**src/design/bsq_cfg.svh**
```systemverilog
// Function
// - Triggered mode, the default, emits exactly the set cycle count per trigger.
// - Gated mode runs while gate is true, then finishes the cycle and holds.
// - A noise waveform in gated mode stops at once when the gate drops.
// - A setting chooses whether the gate is true at high or low level.
// - Gated mode ignores count, interval and source; manual triggers drop silently.
// - Cycle count accepts 1 to 1,000,000 or infinite; resets to one.
// - Count readback gives the stored count or a special infinite code.
// - Internal source needs count below interval times frequency; else raise interval.
// - Sine and square above 25 MHz need an infinite cycle count.
// - A count written in gated mode is kept and used when triggered returns.
// - Interval is start-to-start, 1 us to 500 s, reset 10 ms.
// - Interval is used only with internal source in triggered mode.
// - Interval must exceed count over frequency plus 200 ns; else lengthen.
// - Internally triggered bursts refuse frequencies below 2 mHz.
// - Sine, square, ramp, pulse, arbitrary allowed; noise only gated; never dc.
// - Start phase accepts -360 to +360 degrees in both modes.
// - Bursts start from interval timer, panel key, external edge or host command.
// - Gate polarity resets to true-high.
// - External edges arriving during a running burst are ignored.
`ifndef BSQ_CFG_SVH
`define BSQ_CFG_SVH

`define BSQ_A_CTRL      8'h00
`define BSQ_A_CMD       8'h04
`define BSQ_A_COUNT     8'h08
`define BSQ_A_INTERVAL  8'h0C
`define BSQ_A_PHASE     8'h10
`define BSQ_A_SHAPE     8'h14
`define BSQ_A_FREQ_HZ   8'h18
`define BSQ_A_FREQ_MHZ  8'h1C
`define BSQ_A_STATUS    8'h20
`define BSQ_A_ERRORS    8'h24

`define BSQ_CTRL_EN     0
`define BSQ_CTRL_MODE   1
`define BSQ_CTRL_SRC    2
`define BSQ_CTRL_POL    4
`define BSQ_CMD_TRIG    0
`define BSQ_ERR_CONFL   0
`define BSQ_ERR_RANGE   1
`define BSQ_ERR_REJECT  2

`define BSQ_RST_COUNT    20'h00001
`define BSQ_RST_INTERVAL 29'h00002710
`define BSQ_RST_FREQ_HZ  27'h00003E8
`define BSQ_COUNT_MAX    20'hF4240
`define BSQ_INT_MIN      29'h00000001
`define BSQ_INT_MAX      29'h1DCD6500
`define BSQ_PHASE_LIM    10'h168
`define BSQ_FAST_HZ      27'h17D7840
`define BSQ_SLOW_MHZ     10'h002
`define BSQ_MHZ_MAX      10'h3E7
`define BSQ_INF_CODE     32'hFFFFFFFF
`define BSQ_MHZ_PER_HZ   37'h00000003E8
`define BSQ_CYC_SCALE    54'h000000003B9ACA00

`define BSQ_CLK_NS      50
`define BSQ_US_NS       1000
`define BSQ_GUARD_NS    200
`define BSQ_US_CYCLES   (`BSQ_US_NS / `BSQ_CLK_NS)
`define BSQ_GUARD_DIV   (`BSQ_US_NS / `BSQ_GUARD_NS)

`endif

```
**src/design/bsq_pkg.sv**
```systemverilog
package bsq_pkg;
  typedef enum logic {BSQ_TRIGGERED = 1'b0, BSQ_GATED = 1'b1} bsq_mode_t;
  typedef enum logic [1:0] {BSQ_SRC_INT = 2'h0, BSQ_SRC_EXT = 2'h1, BSQ_SRC_BUS = 2'h2} bsq_src_t;
  typedef enum logic [2:0] {
    BSQ_SINE = 3'h0, BSQ_SQUARE = 3'h1, BSQ_RAMP = 3'h2, BSQ_PULSE = 3'h3,
    BSQ_ARB = 3'h4, BSQ_NOISE = 3'h5, BSQ_DC = 3'h6
  } bsq_shape_t;
  typedef enum logic [1:0] {
    BSQ_IDLE = 2'h0, BSQ_BURST = 2'h1, BSQ_FINISH = 2'h3, BSQ_GATED_RUN = 2'h2
  } bsq_state_t;

  typedef struct packed {
    logic        enable;
    bsq_mode_t   mode;
    bsq_src_t    src;
    logic        gate_low;
    logic [19:0] count;
    logic        count_inf;
    logic [28:0] interval;
    logic [9:0]  phase;
    bsq_shape_t  shape;
    logic [26:0] f_hz;
    logic [9:0]  f_mhz;
    logic [2:0]  err;
    bsq_state_t  st;
    logic [19:0] left;
    logic [33:0] timer;
    logic        adj_go;
    logic        adj_busy;
    logic        adj_cause_cnt;
    logic        trig_prev;
    logic [7:0]  addr;
    logic        wr_pend;
    logic        rd_pend;
    logic        hready;
    logic [31:0] hrdata;
    logic        run;
    logic        busy;
  } bsq_state_s_t;

  typedef struct packed {
    logic [40:0] rem;
    logic [53:0] quo;
    logic [5:0]  cnt;
    logic        busy;
    logic        done;
  } bsq_div_s_t;
endpackage

```
**src/design/bsq_div.sv**
```systemverilog
`timescale 1ns/1ps
`default_nettype none
module bsq_div import bsq_pkg::*; (
  input  wire logic        hclk,    // System clock
  input  wire logic        hresetn, // Async reset, active low
  input  wire logic        ce,      // Clock enable
  input  wire logic        start,   // Begin a division
  input  wire logic [53:0] num,     // Dividend
  input  wire logic [39:0] den,     // Divisor, nonzero
  output logic             done,    // Quotient valid pulse
  output logic      [53:0] quo      // Quotient
);
  bsq_div_s_t q;
  bsq_div_s_t d;

  // Restoring division, one quotient bit per clock: 54 cycles trades speed for area
  // A new start abandons a running division, so the newest settings always win
  always_comb begin
    logic [40:0] t;
    t = 41'h0;
    d = q;
    if (ce) begin
      d.done = 1'b0;
      if (start) begin
        d.rem  = 41'h0;
        d.quo  = num;
        d.cnt  = 6'h36;
        d.busy = 1'b1;
      end else if (q.busy) begin
        t = {q.rem[39:0], q.quo[53]};
        if (t >= {1'b0, den}) begin
          d.rem = t - {1'b0, den};
          d.quo = {q.quo[52:0], 1'b1};
        end else begin
          d.rem = t;
          d.quo = {q.quo[52:0], 1'b0};
        end
        d.cnt = q.cnt - 6'h01;
        if (q.cnt == 6'h01) begin
          d.busy = 1'b0;
          d.done = 1'b1;
        end
      end
    end
  end

  always_ff @(posedge hclk or negedge hresetn) begin
    if (!hresetn) begin
      q <= '0;
    end else begin
      q <= d;
    end
  end

  assign done = q.done;
  assign quo  = q.quo;
endmodule
`default_nettype wire

```
**src/design/bsq_sync.sv**
```systemverilog
`timescale 1ns/1ps
`default_nettype none
module bsq_sync import bsq_pkg::*; (
  input  wire logic       hclk,     // System clock
  input  wire logic       hresetn,  // Async reset, active low
  input  wire logic       ce,       // Clock enable
  input  wire logic [1:0] async_in, // Trigger and gate pins
  output logic      [1:0] sync_out  // Synchronised levels
);
  logic [3:0] q;
  logic [3:0] d;

  // Second stage only is visible outside; first stage feeds nothing else
  always_comb begin
    d = q;
    if (ce) begin
      d = {q[1:0], async_in};
    end
  end

  always_ff @(posedge hclk or negedge hresetn) begin
    if (!hresetn) begin
      q <= 4'h0;
    end else begin
      q <= d;
    end
  end

  assign sync_out = q[3:2];
endmodule
`default_nettype wire

```
**src/design/bsq_top.sv**
```systemverilog
`timescale 1ns/1ps
`default_nettype none
`include "bsq_cfg.svh"
module bsq_top import bsq_pkg::*; (
  input  wire logic        hclk,          // System clock, 20 MHz
  input  wire logic        hresetn,       // Async reset, active low
  input  wire logic        ce,            // Clock enable, freezes all state
  input  wire logic        hsel,          // Slave select
  input  wire logic [31:0] haddr,         // Byte address
  input  wire logic [1:0]  htrans,        // Transfer type
  input  wire logic        hwrite,        // Write when high
  input  wire logic [2:0]  hsize,         // Transfer size, word only
  input  wire logic [31:0] hwdata,        // Write data
  input  wire logic        hready,        // Bus ready
  output logic      [31:0] hrdata,        // Read data
  output logic             hreadyout,     // Slave ready
  output logic             hresp,         // Always OKAY
  input  wire logic        ext_trig_in,   // External trigger / gate pin
  input  wire logic        panel_key,     // Front-panel trigger key pulse
  input  wire logic        wave_cycle_end,// Synthesis finished one cycle at start phase
  output logic             wave_run,      // Run waveform synthesis
  output logic             burst_busy,    // Burst or gated run in progress
  output logic      [9:0]  start_phase,   // Start phase, signed degrees
  output logic      [2:0]  wave_shape,    // Selected waveform
  output logic      [26:0] wave_freq_hz,  // Frequency, whole hertz
  output logic      [9:0]  wave_freq_mhz  // Frequency, millihertz part
);
  bsq_state_s_t q;
  bsq_state_s_t n;
  logic [1:0]   sync_lvl;
  logic         div_done;
  logic [53:0]  div_quo;
  logic [36:0]  f_total;
  logic [53:0]  div_num;
  logic [39:0]  div_den;

  bsq_sync u_sync (
    .hclk     (hclk),
    .hresetn  (hresetn),
    .ce       (ce),
    .async_in ({ext_trig_in, ext_trig_in}),
    .sync_out (sync_lvl)
  );

  // Least interval in us is floor((k*count*1e9 + f) / (k*f)) + 1, k = 1 us / 200 ns
  // Frequency in millihertz; 37 bits hold the largest storable frequency
  assign f_total = {10'h0, q.f_hz} * `BSQ_MHZ_PER_HZ + {27'h0, q.f_mhz};
  assign div_num = 54'(`BSQ_GUARD_DIV) * {34'h0, q.count} * `BSQ_CYC_SCALE
                   + {17'h0, f_total};
  assign div_den = 40'(`BSQ_GUARD_DIV) * {3'h0, f_total};

  bsq_div u_div (
    .hclk    (hclk),
    .hresetn (hresetn),
    .ce      (ce),
    .start   (q.adj_go),
    .num     (div_num),
    .den     (div_den),
    .done    (div_done),
    .quo     (div_quo)
  );

  // Start-to-start timing exists only for triggered mode with the internal source
  function automatic logic burst_timed(bsq_mode_t md, logic [1:0] sr);
    burst_timed = (md == BSQ_TRIGGERED) && (sr == BSQ_SRC_INT);
  endfunction

  function automatic logic cfg_ok(bsq_shape_t sh, bsq_mode_t md, logic [1:0] sr,
                                  logic inf, logic [26:0] hz, logic [9:0] mhz);
    logic fast;
    logic slow;
    fast = (hz > `BSQ_FAST_HZ) || (hz == `BSQ_FAST_HZ && mhz != 10'h0);
    slow = (hz == 27'h0) && (mhz < `BSQ_SLOW_MHZ);
    cfg_ok = (sh != BSQ_DC) && (sh <= BSQ_DC)
             && !(sh == BSQ_NOISE && md != BSQ_GATED)
             && !((sh == BSQ_SINE || sh == BSQ_SQUARE) && fast && !inf)
             && !(burst_timed(md, sr) && slow)
             && (sr != 2'h3) && (mhz <= `BSQ_MHZ_MAX);
  endfunction

  function automatic logic [31:0] rd_word(bsq_state_s_t s, logic [1:0] lvl);
    case (s.addr)
      `BSQ_A_CTRL:     rd_word = {27'h0, s.gate_low, s.src, s.mode, s.enable};
      `BSQ_A_COUNT:    rd_word = s.count_inf ? `BSQ_INF_CODE : {12'h0, s.count};
      `BSQ_A_INTERVAL: rd_word = {3'h0, s.interval};
      `BSQ_A_PHASE:    rd_word = {{22{s.phase[9]}}, s.phase};
      `BSQ_A_SHAPE:    rd_word = {29'h0, s.shape};
      `BSQ_A_FREQ_HZ:  rd_word = {5'h0, s.f_hz};
      `BSQ_A_FREQ_MHZ: rd_word = {22'h0, s.f_mhz};
      `BSQ_A_STATUS:   rd_word = {27'h0, lvl[1], s.adj_busy, s.st, s.run};
      `BSQ_A_ERRORS:   rd_word = {29'h0, s.err};
      default:         rd_word = 32'h0;
    endcase
  endfunction

  always_comb begin
    logic        soft_trig;
    logic        trig_hit;
    logic        gate_on;
    logic        ext_edge;
    logic [2:0]  err_set;
    logic [2:0]  err_clr;
    logic        check;
    logic [53:0] need;
    logic [9:0]  ph;
    logic [19:0] cnt;
    bsq_shape_t  sh;
    bsq_mode_t   md;
    soft_trig = 1'b0;
    trig_hit  = 1'b0;
    err_set   = 3'h0;
    err_clr   = 3'h0;
    check     = 1'b0;
    need      = 54'h0;
    ph        = hwdata[9:0];
    cnt       = hwdata[19:0];
    sh        = bsq_shape_t'(hwdata[2:0]);
    md        = bsq_mode_t'(hwdata[`BSQ_CTRL_MODE]);
    n         = q;
    gate_on   = q.gate_low ? !sync_lvl[1] : sync_lvl[1];
    // Edges come from the synchronised level, never from the raw pin
    ext_edge  = sync_lvl[0] && !q.trig_prev;
    if (ce) begin
      n.trig_prev = sync_lvl[0];
      n.adj_go    = 1'b0;
      // Register writes land at the end of the data phase; an invalid value is
      // refused whole so the stored set never holds a forbidden combination.
      if (q.wr_pend) begin
        n.wr_pend = 1'b0;
        case (q.addr)
          `BSQ_A_CTRL: begin
            if (cfg_ok(q.shape, md, hwdata[3:2], q.count_inf, q.f_hz, q.f_mhz)) begin
              n.enable   = hwdata[`BSQ_CTRL_EN];
              n.mode     = md;
              n.src      = bsq_src_t'(hwdata[3:2]);
              n.gate_low = hwdata[`BSQ_CTRL_POL];
              check      = 1'b1;
            end else begin
              err_set[`BSQ_ERR_REJECT] = 1'b1;
            end
          end
          `BSQ_A_CMD: soft_trig = hwdata[`BSQ_CMD_TRIG];
          `BSQ_A_COUNT: begin
            if (hwdata == `BSQ_INF_CODE &&
                cfg_ok(q.shape, q.mode, q.src, 1'b1, q.f_hz, q.f_mhz)) begin
              n.count_inf = 1'b1;
            end else if (hwdata[31:20] == 12'h0 && cnt != 20'h0 &&
                         cnt <= `BSQ_COUNT_MAX &&
                         cfg_ok(q.shape, q.mode, q.src, 1'b0, q.f_hz, q.f_mhz)) begin
              n.count         = cnt;
              n.count_inf     = 1'b0;
              n.adj_cause_cnt = 1'b1;
              check           = 1'b1;
            end else begin
              err_set[`BSQ_ERR_REJECT] = 1'b1;
            end
          end
          `BSQ_A_INTERVAL: begin
            if (hwdata[31:29] == 3'h0 && hwdata[28:0] >= `BSQ_INT_MIN &&
                hwdata[28:0] <= `BSQ_INT_MAX) begin
              n.interval      = hwdata[28:0];
              n.adj_cause_cnt = 1'b0;
              check           = 1'b1;
            end else begin
              err_set[`BSQ_ERR_REJECT] = 1'b1;
            end
          end
          `BSQ_A_PHASE: begin
            if ($signed(hwdata) >= -$signed({22'h0, `BSQ_PHASE_LIM}) &&
                $signed(hwdata) <= $signed({22'h0, `BSQ_PHASE_LIM})) begin
              n.phase = ph;
            end else begin
              err_set[`BSQ_ERR_REJECT] = 1'b1;
            end
          end
          `BSQ_A_SHAPE: begin
            if (hwdata[31:3] == 29'h0 &&
                cfg_ok(sh, q.mode, q.src, q.count_inf, q.f_hz, q.f_mhz)) begin
              n.shape = sh;
            end else begin
              err_set[`BSQ_ERR_REJECT] = 1'b1;
            end
          end
          `BSQ_A_FREQ_HZ: begin
            if (hwdata[31:27] == 5'h0 &&
                cfg_ok(q.shape, q.mode, q.src, q.count_inf, hwdata[26:0], q.f_mhz)) begin
              n.f_hz = hwdata[26:0];
              check  = 1'b1;
            end else begin
              err_set[`BSQ_ERR_REJECT] = 1'b1;
            end
          end
          `BSQ_A_FREQ_MHZ: begin
            if (hwdata[31:10] == 22'h0 &&
                cfg_ok(q.shape, q.mode, q.src, q.count_inf, q.f_hz, hwdata[9:0])) begin
              n.f_mhz = hwdata[9:0];
              check   = 1'b1;
            end else begin
              err_set[`BSQ_ERR_REJECT] = 1'b1;
            end
          end
          `BSQ_A_ERRORS: err_clr = hwdata[2:0];
          default: ;
        endcase
      end
      // Interval check only matters for internally triggered finite bursts
      // A check while the divider runs restarts it, so no stored value goes unchecked
      if (check && burst_timed(n.mode, n.src) && !n.count_inf) begin
        n.adj_go   = 1'b1;
        n.adj_busy = 1'b1;
      end
      if (div_done) begin
        n.adj_busy = n.adj_go;
        need       = div_quo + 54'h1;
        if (need > {25'h0, q.interval}) begin
          n.interval = (need > {25'h0, `BSQ_INT_MAX}) ? `BSQ_INT_MAX : need[28:0];
          if (q.adj_cause_cnt) begin
            err_set[`BSQ_ERR_CONFL] = 1'b1;
          end else begin
            err_set[`BSQ_ERR_RANGE] = 1'b1;
          end
        end
      end
      // A new error in the clearing cycle survives the clear
      n.err = (q.err & ~err_clr) | err_set;

      // Start-to-start timer runs only for internal source in triggered mode
      if (q.enable && burst_timed(q.mode, q.src)) begin
        if (q.timer == 34'h0) begin
          trig_hit = 1'b1;
          // Reloading as it fires keeps the spacing start-to-start
          n.timer  = 34'({5'h0, q.interval} * `BSQ_US_CYCLES) - 34'h1;
        end else begin
          n.timer = q.timer - 34'h1;
        end
      end else begin
        n.timer = 34'h0;
      end
      if (q.mode == BSQ_TRIGGERED) begin
        if (q.src == BSQ_SRC_EXT && ext_edge) begin
          trig_hit = 1'b1;
        end
        if (q.src == BSQ_SRC_BUS && (soft_trig || panel_key)) begin
          trig_hit = 1'b1;
        end
      end

      case (q.st)
        BSQ_IDLE: begin
          // Triggers are looked at only here; any arriving mid-burst are lost
          if (q.enable && q.mode == BSQ_GATED && gate_on) begin
            n.st  = BSQ_GATED_RUN;
            n.run = 1'b1;
          end else if (q.enable && q.mode == BSQ_TRIGGERED && trig_hit) begin
            n.st   = BSQ_BURST;
            n.left = q.count;
            n.run  = 1'b1;
          end
        end
        BSQ_BURST: begin
          // Triggers arriving here are not looked at
          // Leaving triggered mode mid-burst still ends on a whole cycle
          if (!q.enable || q.mode != BSQ_TRIGGERED) begin
            n.st = BSQ_FINISH;
          end else if (wave_cycle_end && !q.count_inf) begin
            if (q.left == 20'h1) begin
              n.st  = BSQ_IDLE;
              n.run = 1'b0;
            end else begin
              n.left = q.left - 20'h1;
            end
          end
        end
        BSQ_GATED_RUN: begin
          if (!gate_on || !q.enable || q.mode != BSQ_GATED) begin
            // Noise has no phase to return to, so it stops at once
            if (q.shape == BSQ_NOISE) begin
              n.st  = BSQ_IDLE;
              n.run = 1'b0;
            end else begin
              n.st = BSQ_FINISH;
            end
          end
        end
        BSQ_FINISH: begin
          if (wave_cycle_end || q.shape == BSQ_NOISE) begin
            n.st  = BSQ_IDLE;
            n.run = 1'b0;
          end
        end
        default: begin
          n.st  = BSQ_IDLE;
          n.run = 1'b0;
        end
      endcase
      // Busy leaves a flop so the pin never glitches on a state change
      n.busy = (n.st != BSQ_IDLE);

      // Reads take one wait state so a write just before is always seen
      if (q.rd_pend) begin
        n.rd_pend = 1'b0;
        n.hready  = 1'b1;
        n.hrdata  = rd_word(q, sync_lvl);
      end else if (hsel && htrans[1] && hready) begin
        n.addr    = {haddr[7:2], 2'b00};
        n.wr_pend = hwrite;
        n.rd_pend = !hwrite;
        n.hready  = hwrite;
      end
    end
  end

  always_ff @(posedge hclk or negedge hresetn) begin
    if (!hresetn) begin
      q          <= '0;
      q.mode     <= BSQ_TRIGGERED;
      q.src      <= BSQ_SRC_INT;
      q.gate_low <= 1'b0;
      q.count    <= `BSQ_RST_COUNT;
      q.interval <= `BSQ_RST_INTERVAL;
      q.shape    <= BSQ_SINE;
      q.f_hz     <= `BSQ_RST_FREQ_HZ;
      q.st       <= BSQ_IDLE;
      q.hready   <= 1'b1;
    end else begin
      q <= n;
    end
  end

  assign hrdata        = q.hrdata;
  assign hreadyout     = q.hready;
  // Every access ends OKAY; refused values show in the error register instead
  assign hresp         = 1'b0;
  assign wave_run      = q.run;
  assign burst_busy    = q.busy;
  assign start_phase   = q.phase;
  assign wave_shape    = q.shape;
  assign wave_freq_hz  = q.f_hz;
  assign wave_freq_mhz = q.f_mhz;
endmodule
`default_nettype wire

```
**config.mk**
```make
export PLATFORM = sky130hd
export DESIGN_NAME = bsq_top
export DESIGN_NICKNAME = d
export VERILOG_FILES = /design/src/design/bsq_pkg.sv /design/src/design/bsq_div.sv /design/src/design/bsq_sync.sv /design/src/design/bsq_top.sv
export VERILOG_INCLUDE_DIRS = /design/src /design/src/design
export SDC_FILE = /design/constraint.sdc
export NUM_CORES = 2
export LEC_CHECK = 0
export ABC_AREA = 1
export BUFFER_PORTS_ARGS = -buffer_cell sky130_fd_sc_hd__buf_2
export CAP_MARGIN = 30
export CORE_MARGIN = 8
export CORE_UTILIZATION = 40
export DETAILED_ROUTE_END_ITERATION = 10
export GPL_ROUTABILITY_DRIVEN = 0
export SLEW_MARGIN = 20
export SYNTH_ARGS = -nofsm -noshare
export SYNTH_HDL_FRONTEND = slang
export SYNTH_SLANG_ARGS = --single-unit
```
**constraint.sdc**
```tcl
create_clock -name hclk -period 11.15 [get_ports hclk]
set_input_delay 0 -clock hclk [delete_from_list [all_inputs] [get_ports hclk]]
set_output_delay 0 -clock hclk [all_outputs]
set_load 0.01 [all_outputs]
```
==> summary.md <==
| Metric | Value |
|---|---|
| Largest family of logic cells by synthesized area | `adder cells` |
| Pwr dens | `132.3 mW/mm^2` |
| F_max | `just under 0.1 GHz` |
| Longest Clk Path Bufs | `3` |
| Fin. Hold Viols | `27` |
| Share of layout cells above drive strength 1 | `7.136%` |
| Final nets | `7,546` |
| Worst Tran Pin Value | `1.062 ns` |
| Yosys warnings | `0` |
| Post-Synth Adder-Cell Area | `28.70%` |
| VDD IR-drop max | `0.1632 mV` |
| WP data required | `11.67 ns` |
| Routed vias | `43,950` |
| Top cells by instance count after synthesis | `nand2_1, inv_1, ha_1` |
| All-layer global routing usage | `about a quarter` |
| Mux contribution to synthesized area | `less than 1%` |
| Vias in the first global route | `42,420` |
| Post-synth EDFFs | `0` |
| Reg2Reg Depth | `51` |
| Die width | `roughly 360 um` |
| Final wirelength | `156,400 um` |
| DRC Markers | `0` |
| P&R area growth vs syn | `8.501%` |
| Post-detailed-route wirelength per cell | `19.21 um` |
| Largest stage delay on the critical path | `0.61 ns` |
| Post-synthesis async set-or-reset flop share | `100.0%` |
| I/O pin count | `164` |
| Crit Reg-Reg Endpoint | `u_div.quo[51]$_DFFE_PN0P_` |
| Final Skew | `0.04716 ns` |
| Die Span Y | `roughly 360 um` |
| Number of DRC markers in iteration 0 | `a little under 4,000` |
| Crit path time final | `10.35 ns` |
| Post-CTS setup buffer count | `0` |
| DRT Pass-1 Iters | `8` |
| Worst R2R Setup Slack | `~0.80 ns` |
| Post-synthesis xor/xnor area fraction | `5.500%` |
| Starting Density | `40.37%` |
| Post-DRT Antenna Nets | `0` |
| Cell Rows | `125` |
| Syn Inst Count | `6,491` |
| Grt total ovfl | `0` |
| Core area | `0.1162 mm^2` |
| Seq cells post-synth | `313` |
| Mean Syn Cell Area | `7.227 um^2` |
| CP arrival | `10.87 ns` |
| Slowest cell on crit path | `fa_1` |
| Vias per cell | `5.398` |
| Worst Hold Class | `in2async` |
| Hold slack | `-0.03149 ns` |
| Final-report max-slew violation count | `0` |
| Worst r2r src | `q[191]$_DFFE_PN0P_` |
| Final instance area | `between 0.05 and 0.06 mm^2` |
| Most numerous cell in the Yosys netlist | `nand2_1` |
| First-pass GRT wire length | `~240,000 um` |
| Initial antenna violation count | `7` |
| CTS Sinks | `313` |
| Post-Synthesis Net Count | `between 7,000 and 8,000` |
| Compound-Gate Fraction of Synth Area | `13.54%` |
| Sequential-to-total area share from yosys stat | `16.73%` |
| Setup crit end kind | `flip-flop` |
| Placement Cell Area | `0.04889 mm^2` |
| CP Max Fanout | `5` |
| Clk pin slew, worst setup/hold paths | `0.06 ns` |
| H-tree levels | `2` |
| CTS tree | `yes` |
| Mapped cell area | `about 0.047 mm^2` |
| Clock buffer count from CTS | `41` |
| Largest net degree at the start of global routing | `154` |
| Hpwl dp | `129,200 um` |
| Skew-Pair Late Insertion Delay | `0.65 ns` |
| Synth cell types | `78` |
| Startpoint types | `flip-flop` |
| Synth top area cells | `dfrtp_1, ha_1, fa_1` |
| Lkg Pwr | `26.41 nW` |
| Placed Instances | `8,014` |
| Synth Area in Simple Gates | `23.69%` |
| Die area | `0.1285 mm^2` |
| Final period utilization | `92.86%` |
| Synth area leader | `dfrtp_1` |
| Area share of the largest cell type after synthesis | `16.00%` |
| Maxcap violations | `0` |
| Outcome | `complete, but fails checks` |
| Clk root buf | `clkbuf_16` |
| Type of the worst setup path | `reg2reg` |
| Crit path top cell by count | `nand2_1` |
| IO buf count | `132` |
| Top FF cell, synth | `dfrtp_1` |
| Cell Count, Final, Fillers Out | `8,142` |
| Rel. slew slack | `29.19%` |
| Failing checks | `hold timing` |
| Setup violators final | `0` |
critical path, delay by kind of cell, from the launching register on:
kind / cells / cell delay, ns
compound gates: 15 / 2.74
xor+xnor: 2 / 0.75
flops: 1 / 0.50
simple gates: 17 / 1.69
buf+inv: 7 / 0.48
fa+ha+maj: 10 / 4.03
timing repair:
item | 4_1_cts | 5_1_grt
endpoints found under the hold margin | 190 | 0
setup endpoints to repair | 0 | 20
gates resized for setup | 0 | 2
hold buffers | 43 | 0
where the power goes:
part	switching, mW	internal, mW	leakage (nW)
logic	2.27	1.22	21.8
registers	0.375	1.40	3.90
clock network	0.599	0.866	0.720
total	3.25	3.49	26.4
area by class of cell:
class / instances / area (um^2)
multi-input cells: 4829 / 33670
diodes: 4 / 10.01
flip-flops and latches: 313 / 7849
fillers: 11990 / 65310
repair buffers: 237 / 1637
inverters: 1159 / 4352
clock buffers: 55 / 1179
clock inverters: 21 / 289.0
well taps: 1524 / 1907
routing by layer:
metal,track usage [%],vias up,wire length (um)
li1,-,21240,-
met1,32.98,20730,69570
met2,37.61,1652,68160
met3,4.072,323,12190
met4,8.699,6,6478
met5,0,-,40
logic make-up (layout without fill, tap and decap cells):
group	after synthesis	in the layout
mux	12	12
fa+ha+maj	887	887
other cells	1	5
flops	313	313
xor+xnor	293	293
simple gates	2523	2523
compound gates	1113	1113
buf+inv	1349	1472
cell usage in the layout (no fill, tap or decap), types with 108 or more instances in the layout:
| master | Yosys | routed |
|---|---|---|
| a21oi_1 | 360 | 359 |
| buf_2 | 4 | 132 |
| dfrtp_1 | 300 | 300 |
| fa_1 | 315 | 315 |
| ha_1 | 572 | 572 |
| inv_1 | 1130 | 1128 |
| nand2_1 | 1297 | 1297 |
| nand3_1 | 274 | 272 |
| nand4_1 | 108 | 108 |
| nor2_1 | 530 | 528 |
| o21ai_0 | 443 | 443 |
| xor2_1 | 187 | 187 |
registers in the layout (all words and copies together), names as in the netlist:
register and cells:
hreadyout 1, u_sync.q 2, wave_shape 3, wave_freq_hz 27
burst_busy 1, wave_run 1, wave_freq_mhz 10, start_phase 10
u_div.q 47, u_div.quo 54, q 126, hrdata 30
u_div.done 1
stage by stage:
| step | TNS, ns | util [%] | worst slack (ns) | total power [mW] |
|---|---|---|---|---|
| finish | 0 | 43.80 | 0.7966 | 6.734 |
| global route | -0.01129 | 43.79 | -0.01129 | 7.279 |
| CTS | 0 | 43.71 | 0.8380 | 6.707 |
| detailed placement | 0 | 42.07 | 0.8848 | 5.195 |
| global placement | 0 | 42.07 | 0.9824 | 5.151 |
| floorplan | 0 | - | 1.806 | 4.210 |
how the worst max path moves through the flow:
stage,startpoint,to,slack (ns)
after CTS,wave_freq_hz[3]$_DFFE_PN1P_,u_div.q[80]$_DFFE_PN0P_,0.84
after global placement,q[191]$_DFFE_PN0P_,u_div.quo[51]$_DFFE_PN0P_,0.98
after global routing,wave_freq_hz[0]$_DFFE_PN0P_,u_div.q[83]$_DFFE_PN0P_,-0.01
after detailed placement,wave_freq_hz[3]$_DFFE_PN1P_,u_div.q[95]$_DFFE_PN0P_,0.88
final,q[191]$_DFFE_PN0P_,u_div.quo[51]$_DFFE_PN0P_,0.80
after floorplan,q[189]$_DFFE_PN0P_,u_div.quo[50]$_DFFE_PN0P_,1.81
Power figures use the tool's default switching activity.
